### src/verilog/aoc_defs.vh
// constants for the output configuration register bank
`ifndef AOC_DEFS_VH
`define AOC_DEFS_VH

// ----------------------------------------------------------------
// register indices (byte address is four times the index)
// ----------------------------------------------------------------
`define AOC_IDX_CLK_GAIN     5'h04
`define AOC_IDX_PAT_FMT      5'h0A
`define AOC_IDX_PAT_LOW      5'h0B
`define AOC_IDX_GAIN_TOP     5'h0C
`define AOC_IDX_SER_SETUP    5'h0D

// ----------------------------------------------------------------
// writable bit masks, reset value
// ----------------------------------------------------------------
`define AOC_MASK_CLK_GAIN    11'h07C
`define AOC_MASK_PAT_FMT     11'h2E0
`define AOC_MASK_PAT_LOW     11'h7FF
`define AOC_MASK_GAIN_TOP    11'h701
`define AOC_MASK_SER_SETUP   11'h4F7
`define AOC_REG_RESET        11'h000

// ----------------------------------------------------------------
// field positions
// ----------------------------------------------------------------
`define AOC_CLKG_HI          6
`define AOC_CLKG_LO          2
`define AOC_PAT_HI           7
`define AOC_PAT_LO           5
`define AOC_FMT_BIT          9
`define AOC_FGAIN_HI         10
`define AOC_FGAIN_LO         8
`define AOC_PAT_MSB_BIT      0
`define AOC_SER_WIRE2        0
`define AOC_SER_SDR          1
`define AOC_SER_14X          2
`define AOC_SER_RISE         4
`define AOC_SER_CGAIN        5
`define AOC_SER_LSBF         6
`define AOC_SER_BITW         7
`define AOC_SER_PRIO         10

// ----------------------------------------------------------------
// clock gain codes
// ----------------------------------------------------------------
`define AOC_CLKG_MIN         5'h18
`define AOC_CLKG_DEF         5'h00
`define AOC_CLKG_G2          5'h0C
`define AOC_CLKG_G3          5'h0A
`define AOC_CLKG_G4          5'h09
`define AOC_CLKG_MAX         5'h08

// ----------------------------------------------------------------
// pattern selector codes and fixed patterns
// ----------------------------------------------------------------
`define AOC_PAT_NORMAL       3'h0
`define AOC_PAT_ZEROS        3'h1
`define AOC_PAT_ONES         3'h2
`define AOC_PAT_TOGGLE       3'h3
`define AOC_PAT_USER         3'h5
`define AOC_PAT_ALIGN        3'h6
`define AOC_PAT_SYNC         3'h7
`define AOC_WORD_ALIGN       12'hAAA
`define AOC_WORD_TOG_A       12'hAAA
`define AOC_WORD_TOG_B       12'h555
`define AOC_WORD_SYNC        12'hFC0
`define AOC_FGAIN_MAX        3'h6

`endif

### src/verilog/aoc_regs.v
// apb register bank and output word shaping for a quad serial converter
//
// The APB slave port was left to the implementer.
`timescale 1ns/1ps
`default_nettype none
`include "aoc_defs.vh"

module aoc_regs #(
   parameter integer DW = 12
) (
   input  wire          ref_clk,
   input  wire          rst_b,
   // apb slave
   input  wire          psel,
   input  wire          penable,
   input  wire          pwrite,
   input  wire [31:0]   paddr,
   input  wire [31:0]   pwdata,
   output wire          pready,
   output wire          pslverr,
   output reg  [31:0]   prdata,
   // parallel configuration pins
   input  wire          pin_two_wire,
   input  wire          pin_sdr_clk,
   input  wire          pin_ser_14x,
   input  wire          pin_cap_rise,
   input  wire          pin_coarse_gain,
   input  wire          pin_lsb_first,
   input  wire          pin_bit_split,
   // conversion samples, twos complement
   input  wire [DW-1:0] sample_in,
   input  wire          sample_vld,
   // shaped output word
   output reg  [DW-1:0] word_out,
   output reg           word_vld,
   // analog and serializer controls
   output reg  [2:0]    clk_gain_step,
   output reg  [2:0]    fine_gain_db,
   output reg           coarse_gain_en,
   output reg           two_wire,
   output reg           sdr_clk,
   output reg           ser_14x,
   output reg           cap_rise,
   output reg           lsb_first,
   output reg           bit_split
);

   // ----------------------------------------------------------------
   // register storage
   // ----------------------------------------------------------------
   reg  [10:0] clk_gain_q;
   reg  [10:0] pat_fmt_q;
   reg  [10:0] pat_low_q;
   reg  [10:0] gain_top_q;
   reg  [10:0] ser_setup_q;
   reg         tog_q;

   // ----------------------------------------------------------------
   // apb decode
   // ----------------------------------------------------------------
   wire [4:0]  idx;
   wire        aligned;
   wire        in_range;
   wire        hit_clk;
   wire        hit_pat;
   wire        hit_low;
   wire        hit_top;
   wire        hit_ser;
   wire        hit;
   wire        wr_en;
   wire [10:0] wdat;
   reg  [10:0] rd_mux;

   assign idx      = paddr[6:2];
   assign aligned  = (paddr[1:0] == 2'h0);
   assign in_range = (paddr[31:7] == 25'h0000000);
   assign hit_clk  = (idx == `AOC_IDX_CLK_GAIN);
   assign hit_pat  = (idx == `AOC_IDX_PAT_FMT);
   assign hit_low  = (idx == `AOC_IDX_PAT_LOW);
   assign hit_top  = (idx == `AOC_IDX_GAIN_TOP);
   assign hit_ser  = (idx == `AOC_IDX_SER_SETUP);
   assign hit      = aligned & in_range &
                     (hit_clk | hit_pat | hit_low | hit_top | hit_ser);
   assign wr_en    = psel & penable & pwrite & hit;
   assign wdat     = pwdata[10:0];

   // zero wait states; unmapped or misaligned access errors out
   assign pready  = 1'b1;
   assign pslverr = psel & penable & ~hit;

   // unused bits are not stored, so they read back zero
   // even if the host ignores the write-zero convention
   always @* begin
      rd_mux = 11'h000;
      if (hit) begin
         if (hit_clk)
            rd_mux = clk_gain_q;
         else if (hit_pat)
            rd_mux = pat_fmt_q;
         else if (hit_low)
            rd_mux = pat_low_q;
         else if (hit_top)
            rd_mux = gain_top_q;
         else
            rd_mux = ser_setup_q;
      end
   end

   // read data captured in the setup phase, stable through access
   always @(posedge ref_clk) begin
      if (!rst_b) begin
         prdata <= 32'h00000000;
      end else if (psel & ~penable & ~pwrite) begin
         prdata <= {21'h000000, rd_mux};
      end
   end

   // ----------------------------------------------------------------
   // register writes
   // ----------------------------------------------------------------
   always @(posedge ref_clk) begin
      if (!rst_b) begin
         clk_gain_q  <= `AOC_REG_RESET;
         pat_fmt_q   <= `AOC_REG_RESET;
         pat_low_q   <= `AOC_REG_RESET;
         gain_top_q  <= `AOC_REG_RESET;
         ser_setup_q <= `AOC_REG_RESET;
      end else if (wr_en) begin
         if (hit_clk)
            clk_gain_q <= wdat & `AOC_MASK_CLK_GAIN;
         if (hit_pat)
            pat_fmt_q <= wdat & `AOC_MASK_PAT_FMT;
         if (hit_low)
            pat_low_q <= wdat & `AOC_MASK_PAT_LOW;
         if (hit_top)
            gain_top_q <= wdat & `AOC_MASK_GAIN_TOP;
         if (hit_ser)
            ser_setup_q <= wdat & `AOC_MASK_SER_SETUP;
      end
   end

   // ----------------------------------------------------------------
   // field extraction
   // ----------------------------------------------------------------
   wire [4:0]    clkg_code;
   wire [2:0]    pat_sel;
   wire          fmt_bin;
   wire [2:0]    fgain_code;
   wire          prio;
   wire [DW-1:0] user_word;

   assign clkg_code  = clk_gain_q[`AOC_CLKG_HI:`AOC_CLKG_LO];
   assign pat_sel    = pat_fmt_q[`AOC_PAT_HI:`AOC_PAT_LO];
   assign fmt_bin    = pat_fmt_q[`AOC_FMT_BIT];
   assign fgain_code = gain_top_q[`AOC_FGAIN_HI:`AOC_FGAIN_LO];
   assign prio       = ser_setup_q[`AOC_SER_PRIO];
   // user pattern: bit 11 from the top register, rest in place
   assign user_word  = {gain_top_q[`AOC_PAT_MSB_BIT],
                        pat_low_q[10:0]};

   // ----------------------------------------------------------------
   // serializer source: pins unless the priority bit is set
   // ----------------------------------------------------------------
   wire src_two;
   wire src_sdr;
   wire src_14x;
   wire src_rise;
   wire src_cg;
   wire src_lsbf;
   wire src_bitw;

   assign src_two  = prio ? ser_setup_q[`AOC_SER_WIRE2] : pin_two_wire;
   assign src_sdr  = prio ? ser_setup_q[`AOC_SER_SDR]   : pin_sdr_clk;
   assign src_14x  = prio ? ser_setup_q[`AOC_SER_14X]   : pin_ser_14x;
   assign src_rise = prio ? ser_setup_q[`AOC_SER_RISE]  : pin_cap_rise;
   assign src_cg   = prio ? ser_setup_q[`AOC_SER_CGAIN] : pin_coarse_gain;
   assign src_lsbf = prio ? ser_setup_q[`AOC_SER_LSBF]  : pin_lsb_first;
   assign src_bitw = prio ? ser_setup_q[`AOC_SER_BITW]  : pin_bit_split;

   // ----------------------------------------------------------------
   // control outputs, registered
   // ----------------------------------------------------------------
   always @(posedge ref_clk) begin
      if (!rst_b) begin
         clk_gain_step  <= 3'h1;
         fine_gain_db   <= 3'h0;
         coarse_gain_en <= 1'b0;
         two_wire       <= 1'b0;
         sdr_clk        <= 1'b0;
         ser_14x        <= 1'b0;
         cap_rise       <= 1'b0;
         lsb_first      <= 1'b0;
         bit_split      <= 1'b0;
      end else begin
         // undocumented codes fall back to the reset step
         case (clkg_code)
            `AOC_CLKG_MIN: clk_gain_step <= 3'h0;
            `AOC_CLKG_DEF: clk_gain_step <= 3'h1;
            `AOC_CLKG_G2:  clk_gain_step <= 3'h2;
            `AOC_CLKG_G3:  clk_gain_step <= 3'h3;
            `AOC_CLKG_G4:  clk_gain_step <= 3'h4;
            `AOC_CLKG_MAX: clk_gain_step <= 3'h5;
            default:       clk_gain_step <= 3'h1;
         endcase
         // code 111 undefined; held at 0 dB rather than guessed
         if (fgain_code > `AOC_FGAIN_MAX)
            fine_gain_db <= 3'h0;
         else
            fine_gain_db <= fgain_code;
         coarse_gain_en <= src_cg;
         two_wire       <= src_two;
         ser_14x        <= src_14x;
         // rate choice only exists with two lanes
         sdr_clk        <= src_two & src_sdr;
         // edge choice only meaningful at single rate
         cap_rise       <= src_two & src_sdr & src_rise;
         lsb_first      <= src_lsbf;
         bit_split      <= src_two & src_bitw;
      end
   end

   // ----------------------------------------------------------------
   // output word shaping
   // ----------------------------------------------------------------
   reg [DW-1:0] conv_word;
   reg [DW-1:0] next_word;

   always @* begin
      conv_word = sample_in;
      // offset binary is twos complement with the sign flipped
      if (fmt_bin)
         conv_word[DW-1] = ~sample_in[DW-1];
   end

   always @* begin
      next_word = conv_word;
      case (pat_sel)
         `AOC_PAT_NORMAL: next_word = conv_word;
         `AOC_PAT_ZEROS:  next_word = {DW{1'b0}};
         `AOC_PAT_ONES:   next_word = {DW{1'b1}};
         `AOC_PAT_TOGGLE: next_word = tog_q ? `AOC_WORD_TOG_B
                                            : `AOC_WORD_TOG_A;
         `AOC_PAT_USER:   next_word = user_word;
         `AOC_PAT_ALIGN:  next_word = `AOC_WORD_ALIGN;
         `AOC_PAT_SYNC:   next_word = `AOC_WORD_SYNC;
         // unused code: pass conversion data, safest for a receiver
         default:         next_word = conv_word;
      endcase
   end

   always @(posedge ref_clk) begin
      if (!rst_b) begin
         word_out <= {DW{1'b0}};
         word_vld <= 1'b0;
         tog_q    <= 1'b0;
      end else begin
         word_vld <= sample_vld;
         if (sample_vld) begin
            word_out <= next_word;
            // toggle phase advances per sample, in any mode
            tog_q    <= ~tog_q;
         end
      end
   end

endmodule // aoc_regs

`default_nettype wire
### config.mk
export PLATFORM = sky130hd
export DESIGN_NAME = aoc_regs
export DESIGN_NICKNAME = d
export VERILOG_FILES = /design/src/verilog/aoc_regs.v
export VERILOG_INCLUDE_DIRS = /design/src /design/src/verilog
export SDC_FILE = /design/constraint.sdc
export NUM_CORES = 1
export LEC_CHECK = 0
export BUFFER_PORTS_ARGS = -buffer_cell sky130_fd_sc_hd__buf_2
export CAP_MARGIN = 10
export CORE_MARGIN = 2
export CORE_UTILIZATION = 51
export DETAILED_ROUTE_END_ITERATION = 12
export HOLD_SLACK_MARGIN = 0.05
export PLACE_DENSITY = 0.86
export SLEW_MARGIN = 20
export SYNTH_ARGS = -nofsm -noshare
export SYNTH_HDL_FRONTEND = slang
export SYNTH_SLANG_ARGS = --single-unit
### constraint.sdc
create_clock -name ref_clk -period 3.45 [get_ports ref_clk]
set_input_delay 0.5175 -clock ref_clk [delete_from_list [all_inputs] [get_ports ref_clk]]
set_output_delay 0.5175 -clock ref_clk [all_outputs]
set_load 0.02 [all_outputs]
# Word-level counts from Yosys, hierarchy flattened
# Cells that the tools add are included.
# totals
ff_bits	70
elab_cells	80
output_inout_bits	60
input_bits	89
# op_classes
reduce_logical	8
n_eq_ne	16
bitwise_logic	21
n_lt_le_gt_ge	1
mux	16
# op_table
operator	count
$pmux 12 s6	1
$mux 11	5
$eq 5x4->1 const B	8
$logic_not 25->1	1
$pmux 3 s5	1
$mux 12	1
$and 1x1->1	11
$reduce_and 2->1	5
$eq 3x3->1 const B	3
$mux 1	8
$eq 3x2->1 const B	2
$not 1->1	6
$eq 5x3->1 const B	1
$eq 5x5->1 const B	1
$or 1x1->1	4
$eq 3x1->1 const B	1
$gt 3x3->1 const B	1
$logic_not 2->1	1
$reduce_or 2->1	1

# Logic depth before layout (Yosys ltp)
# Gate-level depths: netlist of the first run.
# logic_depth
depth_word	8
ltp_mapped	6
ltp_nobuf	5

# Worst setup path after synthesis of the first run
# OpenSTA, ideal clock, no wires.
# synth_path
path_kind	input-to-output
from	input port paddr[7]
to	output port pslverr
path_slack_ns	1.471
required_ns	2.932
t_arrival_ns	1.461
cell_stages	4
path_buffers	0
path_cell_list	nor4_1 -> and4_2 -> nand2_1 -> o311a_1
# synth_via
elab_chain_len	5
# synth_lines
item	line	source
start: declaration	aoc_regs.v:17	input wire [31:0] paddr,
$logic_not 25->1	aoc_regs.v:76	assign in_range = (paddr[31:7] == 25'h0000000);
$and 1x1->1 (2 in series)	aoc_regs.v:82	assign hit = aligned & in_range &
$not 1->1	aoc_regs.v:89	assign pslverr = psel & penable & ~hit;
$and 1x1->1	aoc_regs.v:89	
end: declaration	aoc_regs.v:20	output wire pslverr,
# Every way passes these cells.

# Worst setup path in the final report of the first run
# layout_path
from	input port paddr[17]
to	output port pslverr
# Same word-level chain as after synthesis.

==> metrics.txt, run 1 <==
Final Cell Area 0.003985 sq mm; maximum vdd ir drop 0.0002685 V; final hold slack 413.7 ps; CTS tree yes; Worst-Margin Slew 654.8 ps; Num Clock Sinks 70; clock skew 6.191 ps; crit path kind input port to primary output; Initial Utilization 0.5214; period utilisation layout 0.6417; GR Util All Layers 0.2239; FF-to-FF path depth 4; sequential area share after synthesis 0.4257; initial antenna violation count 0; routed len/inst 14.51 um; Placement Cell Area 0.003752 sq mm; routed vias/inst 5.407; hold crit path type input port to flop; Worst Path Required 2930 ps; sequential power share 0.470; GR Overflow Total 0; RSZ-0062 raised after global routing false; DRC 0; first-pass GRT wire length 12890 um; Final Slew Violations 0; die extent in x 84.34 um; Register Area 0.001401 sq mm; post-place setup slack 985.1 ps; port bufs 105; # diodes 0; Post-CTS Setup Inserts 0; Synth Cell Area 0.003292 sq mm; area grow syn2layout 21.06%; area of the multi-input gates 0.001699 sq mm; leakage 1.719 nW; Hold Path Cell Cnt 3; YS warnings 0; Slew HR 0.5629; mean post-synth cell area 8.825 sq um; layout cells sized above 1 0.2869; Clk pwr share 0.433; drt first pass iters 5; ANT nets after route 0; FP Rows 29; CTS Buffer Depth 2; max-cap violations 0; power share of the combinational group 0.097; Clock Pin Slew Worst Setup and Hold Paths 80 ps; internal power 1.333 mW; largest net degree at the start of global routing 34; top cells by area, synth dfxtp_1 (43%), mux2i_1 (12%), nand2_1 (6.8%); Cell variety after synth 45; top-count cell post-synth dfxtp_1; die area 0.007113 sq mm; Final WS setup 1236 ps; Worst Setup Start Kind input port; DRT Wirelength 7994 um; Post-synth top flop dfxtp_1; Synth top cells by count dfxtp_1 (70), nand2_1 (60), mux2i_1 (41); Final #Nets 558; CTS hold repair buffers 0; post-cts sizing count 0; EDFF count, synth 0; NetSw 0.4305 mW; H-tree levels 3; vias in the first global route 2778; Fmax achieved 451.7 MHz; setup tns final 0 ps; I/O pin cnt 149; Core Box Area 0.006314 sq mm; via count 2979; Sw Ratio 0.2441; cell taking the most area after synthesis dfxtp_1; Placer Congestion 0.8726; Hold Path End bit_split$_SDFF_PN0_; arrival time worst endpoint 1700 ps; DR iter-0 viols 244; Final HPWL DP 5964 um; status finished clean; Gate Count Post-Synth 373; root buf cell clkbuf_8; PnR Total Power 1.763 mW; ys async rst share 0; area share of the largest cell type after synthesis 0.4257; reg2reg end word_out[4]$_SDFFE_PN0P_; FF+latch count, synth 70; worst r2r src pat_fmt_q[6]$_SDFFE_PN0P_; R2R setup slack 1780 ps; Setup-failing EPs final 0; Die H 84.34 um; min Tclk post-route 2214 ps; insertion delay to the later sink of the worst-skew pair 350 ps; Max FO, Critical Path 3; power density cells 442.5 mW/mm^2; CTS buffer count 9; FILL cells 543; Setup crit end kind primary output; hold_sp pin_bit_split; final hold vios 0
==> power by group through the flow <==
stage,clock network (mW),registers [mW],logic (mW)
3_5_place_dp,0,0.848,0.169
6_report,0.763,0.829,0.171
2_1_floorplan,0,0.865,0.105
5_1_grt,0.801,0.831,0.186
3_3_place_gp,0,0.847,0.166
4_1_cts,0.767,0.829,0.170
==> worst max-delay path: stages <==
cell and delay, ps:
buf_2 90, nor4_1 260, and3_1 300, nand2_1 80
o311a_1 280, buf_2 160
==> area by class of cell <==
class | count | area share
Clock inverter | 5 | 0.02041
Timing Repair Buffer | 107 | 0.1356
Multi-Input combinational cell | 277 | 0.4264
Inverter | 4 | 0.003768
Tap cell | 77 | 0.02418
Sequential cell | 70 | 0.3516
Clock buffer | 11 | 0.03799
==> cells by family after synthesis <==
family	Yosys count	synth area share
buffers and inverters	46	0.08096
muxes	42	0.1281
other	2	0.002281
and+or+nand+nor	127	0.1954
AOI/OAI and AO/OA	82	0.1570
DFF	70	0.4257
xor gates and xnor gates	4	0.01064
==> stage by stage <==
stage / std cells / utilization
floorplan: 393 / -
global placement: 535 / 0.5943
detailed placement: 535 / 0.5943
CTS: 551 / 0.6312
global route: 551 / 0.6312
finish: 551 / 0.6312
==> state kept, by name, summed over array words and instances (netlist names), 3 cells and up <==
| register | count |
|---|---|
| clk_gain_q | 5 |
| clk_gain_step | 3 |
| fine_gain_db | 3 |
| gain_top_q | 4 |
| pat_fmt_q | 4 |
| pat_low_q | 11 |
| prdata | 11 |
| ser_setup_q | 8 |
| word_out | 12 |
==> layer usage <==
metal | vias to the layer above | global-route usage | wire length, um
li1 | 1467 | - | -
met1 | 1358 | 0.2818 | 3468
met2 | 139 | 0.3636 | 3666
met3 | 15 | 0.06588 | 693
met4 | 0 | 0.08658 | 166
met5 | - | 0 | 0
==> worst max-delay path by stage <==
stage               from                        end  slack, ps  cells past startpoint
2_1_floorplan   paddr[7]                    pslverr       1470                      4
3_3_place_gp    paddr[1]  pat_low_q[8]$_SDFFE_PN0P_       1070                      7
3_5_place_dp   paddr[17]  pat_low_q[6]$_SDFFE_PN0P_        990                      7
4_1_cts        paddr[17]                    pslverr       1220                      6
5_1_grt        paddr[17]                    pslverr       1120                      6
6_report       paddr[17]                    pslverr       1240                      6
==> placed cells by master, fill, tap and decap left out, drive strengths merged, types with 2 or more instances in the layout <==
master	instances
or3	2
inv	4
xor2	3
a22oi	3
clkinv	2
nand3b	2
o21a	2
o31ai	2
a221oi	3
o21ai	24
a211oi	5
and3	3
nor2b	8
nand2	60
o22ai	5
buf	107
nand2b	6
dfxtp	70
nor2	19
nor3	7
and2	2
conb	22
clkbuf	11
o221ai	4
nor4	8
mux2i	41
a21oi	24
bufinv	2
o2bb2ai	2
o211a	6
or2	4
Power figures use the tool's default switching activity.
==> inputs of run 2 (changes only) <==
--- a/config.mk
+++ b/config.mk
@@ -9,10 +9,10 @@
 export BUFFER_PORTS_ARGS = -buffer_cell sky130_fd_sc_hd__buf_2
 export CAP_MARGIN = 10
 export CORE_MARGIN = 2
-export CORE_UTILIZATION = 51
+export CORE_UTILIZATION = 47
 export DETAILED_ROUTE_END_ITERATION = 12
 export HOLD_SLACK_MARGIN = 0.05
-export PLACE_DENSITY = 0.86
+export PLACE_DENSITY = 0.8
 export SLEW_MARGIN = 20
 export SYNTH_ARGS = -nofsm -noshare
 export SYNTH_HDL_FRONTEND = slang
==> constraint.sdc (replaced) <==
create_clock -name ref_clk -period 2.1 [get_ports ref_clk]
set_input_delay 0.315 -clock ref_clk [delete_from_list [all_inputs] [get_ports ref_clk]]
set_output_delay 0.315 -clock ref_clk [all_outputs]
set_load 0.02 [all_outputs]
==> run 2 against run 1 <==
  * Hold slack got worse by 200 ps
  * Setup slack got worse by 940 ps
  * Critical path depth did not move
  * Cell count rose by 5.1%
  * Highest routed layer unchanged
  * Clock power rose by 73%
  * Count of clock-buffer cells in the layout fell by 1
  * Critical endpoint unchanged
  * Routed wire length rose by 1.4%
  * Clock skew rose by 0.93 ps
  * Non-clock buffer count rose by 9
  * Final area rose by 2.6%
==> metrics.txt, run 2 (synthesized netlist as in run 1, its figures left out) <==
Worst Path Required 1780 ps (-1150 ps); Clk pwr share 0.446 (+0.013); port bufs 105 (unchanged); worst path cell trace buf_2 -> nor4_1 -> and4_2 -> nand2_1 -> o311a_1 -> buf_2; maximum vdd ir drop 0.0004929 V (+84%); GR Overflow Total 0 (unchanged); Worst Setup Start Kind input port; routed vias/inst 5.188 (-4.0%); layout cells sized above 1 0.3002 (+0.01329); DRC 0 (unchanged); Final #Nets 567 (+1.6%); Setup-failing EPs final 0 (unchanged); final hold vios 0 (unchanged); first-pass GRT wire length 13020 um (+1.0%); power density cells 725.8 mW/mm^2 (+64%); FILL cells 608 (+12%); Slew HR 0.5472 (-0.01567); NetSw 0.6886 mW (+60%); H-tree levels 3 (unchanged); area grow syn2layout 24.25%; clock skew 7.118 ps (+0.9267 ps); post-place setup slack 209.4 ps (-775.7 ps); Core Box Area 0.006794 sq mm (+7.6%); Final WS setup 297.4 ps (-938.9 ps); die extent in x 87.69 um (+4.0%); ANT nets after route 0 (unchanged); Setup crit end kind primary output; die area 0.007690 sq mm (+8.1%); Worst path most repeated cell buf_2; period utilisation layout 0.8584; Crit-path slowest cell and4_2; insertion delay to the later sink of the worst-skew pair 340 ps (about the same); Clock Pin Slew Worst Setup and Hold Paths 70 ps (about the same); status finished clean; post-cts sizing count 0 (unchanged); setup tns final 0 ps (unchanged); placed insts 563 (+5.2%); max reg flops 12 (unchanged); vias in the first global route 2783 (+0.18%); DR iter-0 viols 274 (+12%); Die H 87.69 um (+4.0%); Post-CTS Setup Inserts 0 (unchanged); Worst-Margin Slew 677.8 ps (+23.00 ps); CTS tree yes; I/O pin cnt 149 (unchanged); Num Clock Sinks 70 (unchanged); power share of the combinational group 0.096 (about the same); root buf cell clkbuf_8; CTS hold repair buffers 0 (unchanged); GR Util All Layers 0.2167 (-0.007223); biggest regs word_out: 12 flops, pat_low_q: 11 flops, prdata: 11 flops; min Tclk post-route 1803 ps; # diodes 0 (unchanged); routed len/inst 14.01 um (-3.5%); Hold Path Cell Cnt 3 (unchanged); CTS Buffer Depth 2 (unchanged); FF-to-FF path depth 5 (+1); max-cap violations 0 (unchanged); via count 3004 (+0.84%); drt first pass iters 5 (unchanged); leakage 1.775 nW (+3.3%); commonest cells after routing, fill and taps aside buf_2 (105), dfxtp_1 (70), nand2_1 (60); RSZ-0062 raised after global routing false; R2R setup slack 600 ps (-1180 ps); Biggest register word_out; initial antenna violation count 0 (unchanged); DRT Wirelength 8109 um (+1.4%); crit path kind input port to primary output; crit-path max cell delay 320 ps (+20 ps); Final HPWL DP 6157 um (+3.2%); Sw Ratio 0.2319 (-0.01217); hold crit path type input port to flop; final std cells w/o fill 579 (+5.1%); arrival time worst endpoint 1490 ps (-210 ps); Fmax achieved 554.8 MHz; Final Slew Violations 0 (unchanged); Initial Utilization 0.4845 (-0.03687); sequential power share 0.459 (-0.011); FP Rows 30 (+3.4%); largest net degree at the start of global routing 24 (-29%); CTS buffer count 9 (unchanged); Placer Congestion 0.8524 (-2.3%); Max FO, Critical Path 3 (unchanged); commonest non-fill, non-tap cell in the layout buf_2; internal power 2.280 mW (+71%)
run 2: changes by cell type in the layout (fill, tap and decap cells not counted), sizes merged:
cell and delta:
clkbuf -1, bufinv +1, buf +9, clkinv +1, clkinvlp -1
run 2: routing by layer:
metal,share of wire,track usage
met2,0.48,0.3623
met1,0.43,0.2683
met5,0,0
met3,0.084,0.08294
met4,0.0075,0.04196
run 2: power groups by stage:
stage               Sequential (mW)  Clock (mW)  Combinational, mW
finish                         1.36        1.32              0.284
global route                   1.36        1.40              0.313
CTS                            1.36        1.34              0.283
detailed placement             1.39           0              0.282
global placement               1.39           0              0.278
floorplan                      1.42           0              0.173
run 2: worst paths after layout:
| path | startpoint | to |
|---|---|---|
| setup / recovery | paddr[1] | pslverr |
| hold / removal | pin_bit_split | bit_split$_SDFF_PN0_ |
| setup reg to reg | pat_fmt_q[7]$_SDFFE_PN0P_ | word_out[4]$_SDFFE_PN0P_ |
| hold reg to reg | prdata[8]$_SDFFE_PN0P_ | prdata[8]$_SDFFE_PN0P_ |
run 2: critical path, delay by kind of cell:
kind,cells,cell delay [ps]
AO/OA/AOI/OAI,1,270
buffers and inverters,2,260
AND/OR/NAND/NOR,3,640
run 2: area by class of cell:
| type | count | area, sq um | area share |
|---|---|---|---|
| multi-input combinational | 277 | 1699 | 0.4154 |
| inverter | 4 | 15.01 | 0.003671 |
| tap | 96 | 120.1 | 0.02937 |
| clock inverter | 6 | 108.9 | 0.02661 |
| timing repair buffer | 116 | 608.1 | 0.1487 |
| clock buffer | 10 | 137.6 | 0.03365 |
| sequential | 70 | 1401 | 0.3426 |
run 2: per-stage QoR:
stage,hold WS [ps],util,power [mW],instance area (sq um)
after floorplan,440.8,-,1.594,3367
after global placement,432.3,0.5657,1.670,3844
after detailed placement,442.0,0.5657,1.675,3844
after CTS,207.5,0.6020,2.983,4090
after global routing,227.4,0.6020,3.081,4090
final,212.7,0.6020,2.969,4090
==> inputs of run 3 (changes only) <==
--- a/config.mk
+++ b/config.mk
@@ -12,7 +12,7 @@
 export CORE_UTILIZATION = 47
 export DETAILED_ROUTE_END_ITERATION = 12
 export HOLD_SLACK_MARGIN = 0.05
-export PLACE_DENSITY = 0.8
+export PLACE_DENSITY = 0.91
 export SLEW_MARGIN = 20
 export SYNTH_ARGS = -nofsm -noshare
 export SYNTH_HDL_FRONTEND = slang
==> run 3 against run 2 <==
  * Die area unchanged
  * Register-to-register slack better by 30 ps
  * Setup slack worse by 43 ps
  * First-iteration DRC count down 26%
  * Final area fell by 1.3%
  * Sequential power hardly changed
  * Clock skew up 1.1 ps
  * Via count grew 1.6%
  * Cell count up 0.17%
  * Utilization down 0.79 points
  * Sequential share of layout area grew 0.46 points
  * Hold slack improved by 1.9 ps
  * Critical path type unchanged
  * Critical endpoint unchanged
==> metrics.txt, run 3 (synthesized netlist as in run 1, its figures left out) <==
arrival time worst endpoint 1530 ps (+40 ps); Final HPWL DP 6334 um (+2.9%); routed len/inst 13.96 um (-0.34%); root buf cell clkbuf_8; Hold Path Cell Cnt 3 (unchanged); Setup-failing EPs final 0 (unchanged); Crit path max-delay family simple AND/OR/NAND/NOR gates; Placer Congestion 0.8890 (+4.3%); DR iter-0 viols 203 (-26%); Core Box Area 0.006794 sq mm (unchanged); Biggest register word_out; Hold Path End bit_split$_SDFF_PN0_; die extent in x 87.69 um (unchanged); status finished clean; DRT Wirelength 8095 um (-0.17%); Worst-Margin Slew 702.2 ps (+24.40 ps); commonest cells after routing, fill and taps aside buf_2 (105), dfxtp_1 (70), nand2_1 (60); max reg flops 12 (unchanged); maximum vdd ir drop 0.0003640 V (-26%); clock skew 8.176 ps (+1.059 ps); I/O pin cnt 149 (unchanged); die area 0.007690 sq mm (unchanged); ANT nets after route 0 (unchanged); layout cells sized above 1 0.3017 (+0.001446); hold_sp pin_bit_split; hold crit path type input port to flop; commonest non-fill, non-tap cell in the layout buf_2; Final #Nets 568 (+0.18%); biggest regs word_out: 12 flops, pat_low_q: 11 flops, prdata: 11 flops; vias in the first global route 2834 (+1.8%); final hold vios 0 (unchanged); insertion delay to the later sink of the worst-skew pair 340 ps (about the same); crit path kind input port to primary output; Buf/Inv on CP 2 (unchanged); drt first pass iters 4 (-1); first-pass GRT wire length 12860 um (-1.2%); via count 3052 (+1.6%); min Tclk post-route 1845 ps (+42.84 ps); Initial Utilization 0.4845 (unchanged); period utilisation layout 0.8788 (+0.02040); CTS buffer count 9 (unchanged); Post-CTS Setup Inserts 0 (unchanged); met2 GRT Util 0.3685 (+0.006198); GR Util met3 0.04241 (-0.04053); Crit-path slowest cell and3_1; Max FO, Critical Path 3 (unchanged); CTS Buffer Depth 2 (unchanged); reg2reg end word_out[2]$_SDFFE_PN0P_; Final Slew Violations 0 (unchanged); max-cap violations 0 (unchanged); Placement Cell Area 0.003851 sq mm (+0.20%); met1 Track Usage GR 0.2637 (-0.004593); port bufs 105 (unchanged); CTS hold repair buffers 0 (unchanged); setup tns final 0 ps (unchanged); Worst path most repeated cell buf_2; Fmax achieved 541.9 MHz (-2.3%); GRT busiest layer met2; Clock Pin Slew Worst Setup and Hold Paths 70 ps (about the same); Slew HR 0.5309 (-0.01630); H-tree levels 3 (unchanged); largest net degree at the start of global routing 26 (+8.3%); R2R setup slack 630 ps (+30 ps); FILL cells 595 (-2.1%); FP Rows 30 (unchanged); post-cts sizing count 0 (unchanged); CTS tree yes; routed vias/inst 5.262 (+1.4%); GR Util All Layers 0.2150 (-0.001623); # diodes 0 (unchanged); power density cells 654.7 mW/mm^2 (-9.8%); leakage 1.747 nW (-1.6%); Final Cell Area 0.004036 sq mm (-1.3%); DRC 0 (unchanged); initial antenna violation count 0 (unchanged); crit-path max cell delay 310 ps (about the same); GR Overflow Total 0 (unchanged); Worst Setup Start Kind input port; Setup crit end kind primary output; Worst Path Required 1780 ps (about the same); worst r2r src pat_fmt_q[7]$_SDFFE_PN0P_; Die H 87.69 um (unchanged); FF-to-FF path depth 5 (unchanged); Num Clock Sinks 70 (unchanged); utilization of the core after routing 0.5941 (-0.007919); area grow syn2layout 22.61%; RSZ-0062 raised after global routing false; worst path cell trace buf_2 -> nor4_1 -> and3_1 -> nand2_1 -> o311a_1 -> buf_2
-- run 3: changes by cell type in the layout (fill, tap and decap cells not counted) --
cell / before / now
buf_4: 11 / 12
bufinv_16: 3 / 0
clkinvlp_4: 0 / 2
clkbuf_8: 10 / 11
-- run 3: tightest hold or removal path: stages --
cell and delay, ps:
buf_2 80, mux2i_1 50, nor2_1 80
-- run 3: per-layer routing --
layer  routed length, um  up-vias  part of all wire
met5                   0        -                 0
met4                 131        0             0.016
met3                 573       10             0.071
met2                3933      129              0.49
met1                3455     1433              0.43
li1                    -     1480                 -
-- run 3: cell type report --
cell class | instances | area [sq um] | share of cell area
clock buffers | 11 | 151.4 | 0.03751
multi-input cells | 277 | 1699 | 0.4210
flip-flops and latches | 70 | 1401 | 0.3472
inverters | 4 | 15.01 | 0.003720
repair buffers | 117 | 615.6 | 0.1525
clock inverters | 5 | 33.78 | 0.008370
well taps | 96 | 120.1 | 0.02976
-- run 3: worst max-delay path by stage --
stage | from | end | slack, ps | cells after the start
5_1_grt | paddr[22] | pslverr | 180 | 6
6_report | paddr[22] | pslverr | 250 | 6
3_3_place_gp | paddr[22] | pslverr | 250 | 6
4_1_cts | paddr[22] | pslverr | 220 | 6
2_1_floorplan | paddr[7] | ser_setup_q[0]$_SDFFE_PN0P_ | 450 | 5
3_5_place_dp | paddr[22] | ser_setup_q[5]$_SDFFE_PN0P_ | 210 | 7
-- run 3: where the power goes --
part	internal [mW]	switching, mW
registers	1.35	0.0109
logic	0.108	0.176
clock network	0.490	0.507
total	1.95	0.693
-- run 3: stage by stage --
stage               std cells  setup WS (ps)  hold WS, ps  power, mW
detailed placement        564          209.0        442.9      1.676
global route              580          181.8        248.7      2.747
finish                    580          254.6        214.7      2.643
global placement          564          254.5        435.0      1.670
CTS                       580          216.8        205.5      2.663
floorplan                 393          452.9        440.8      1.594
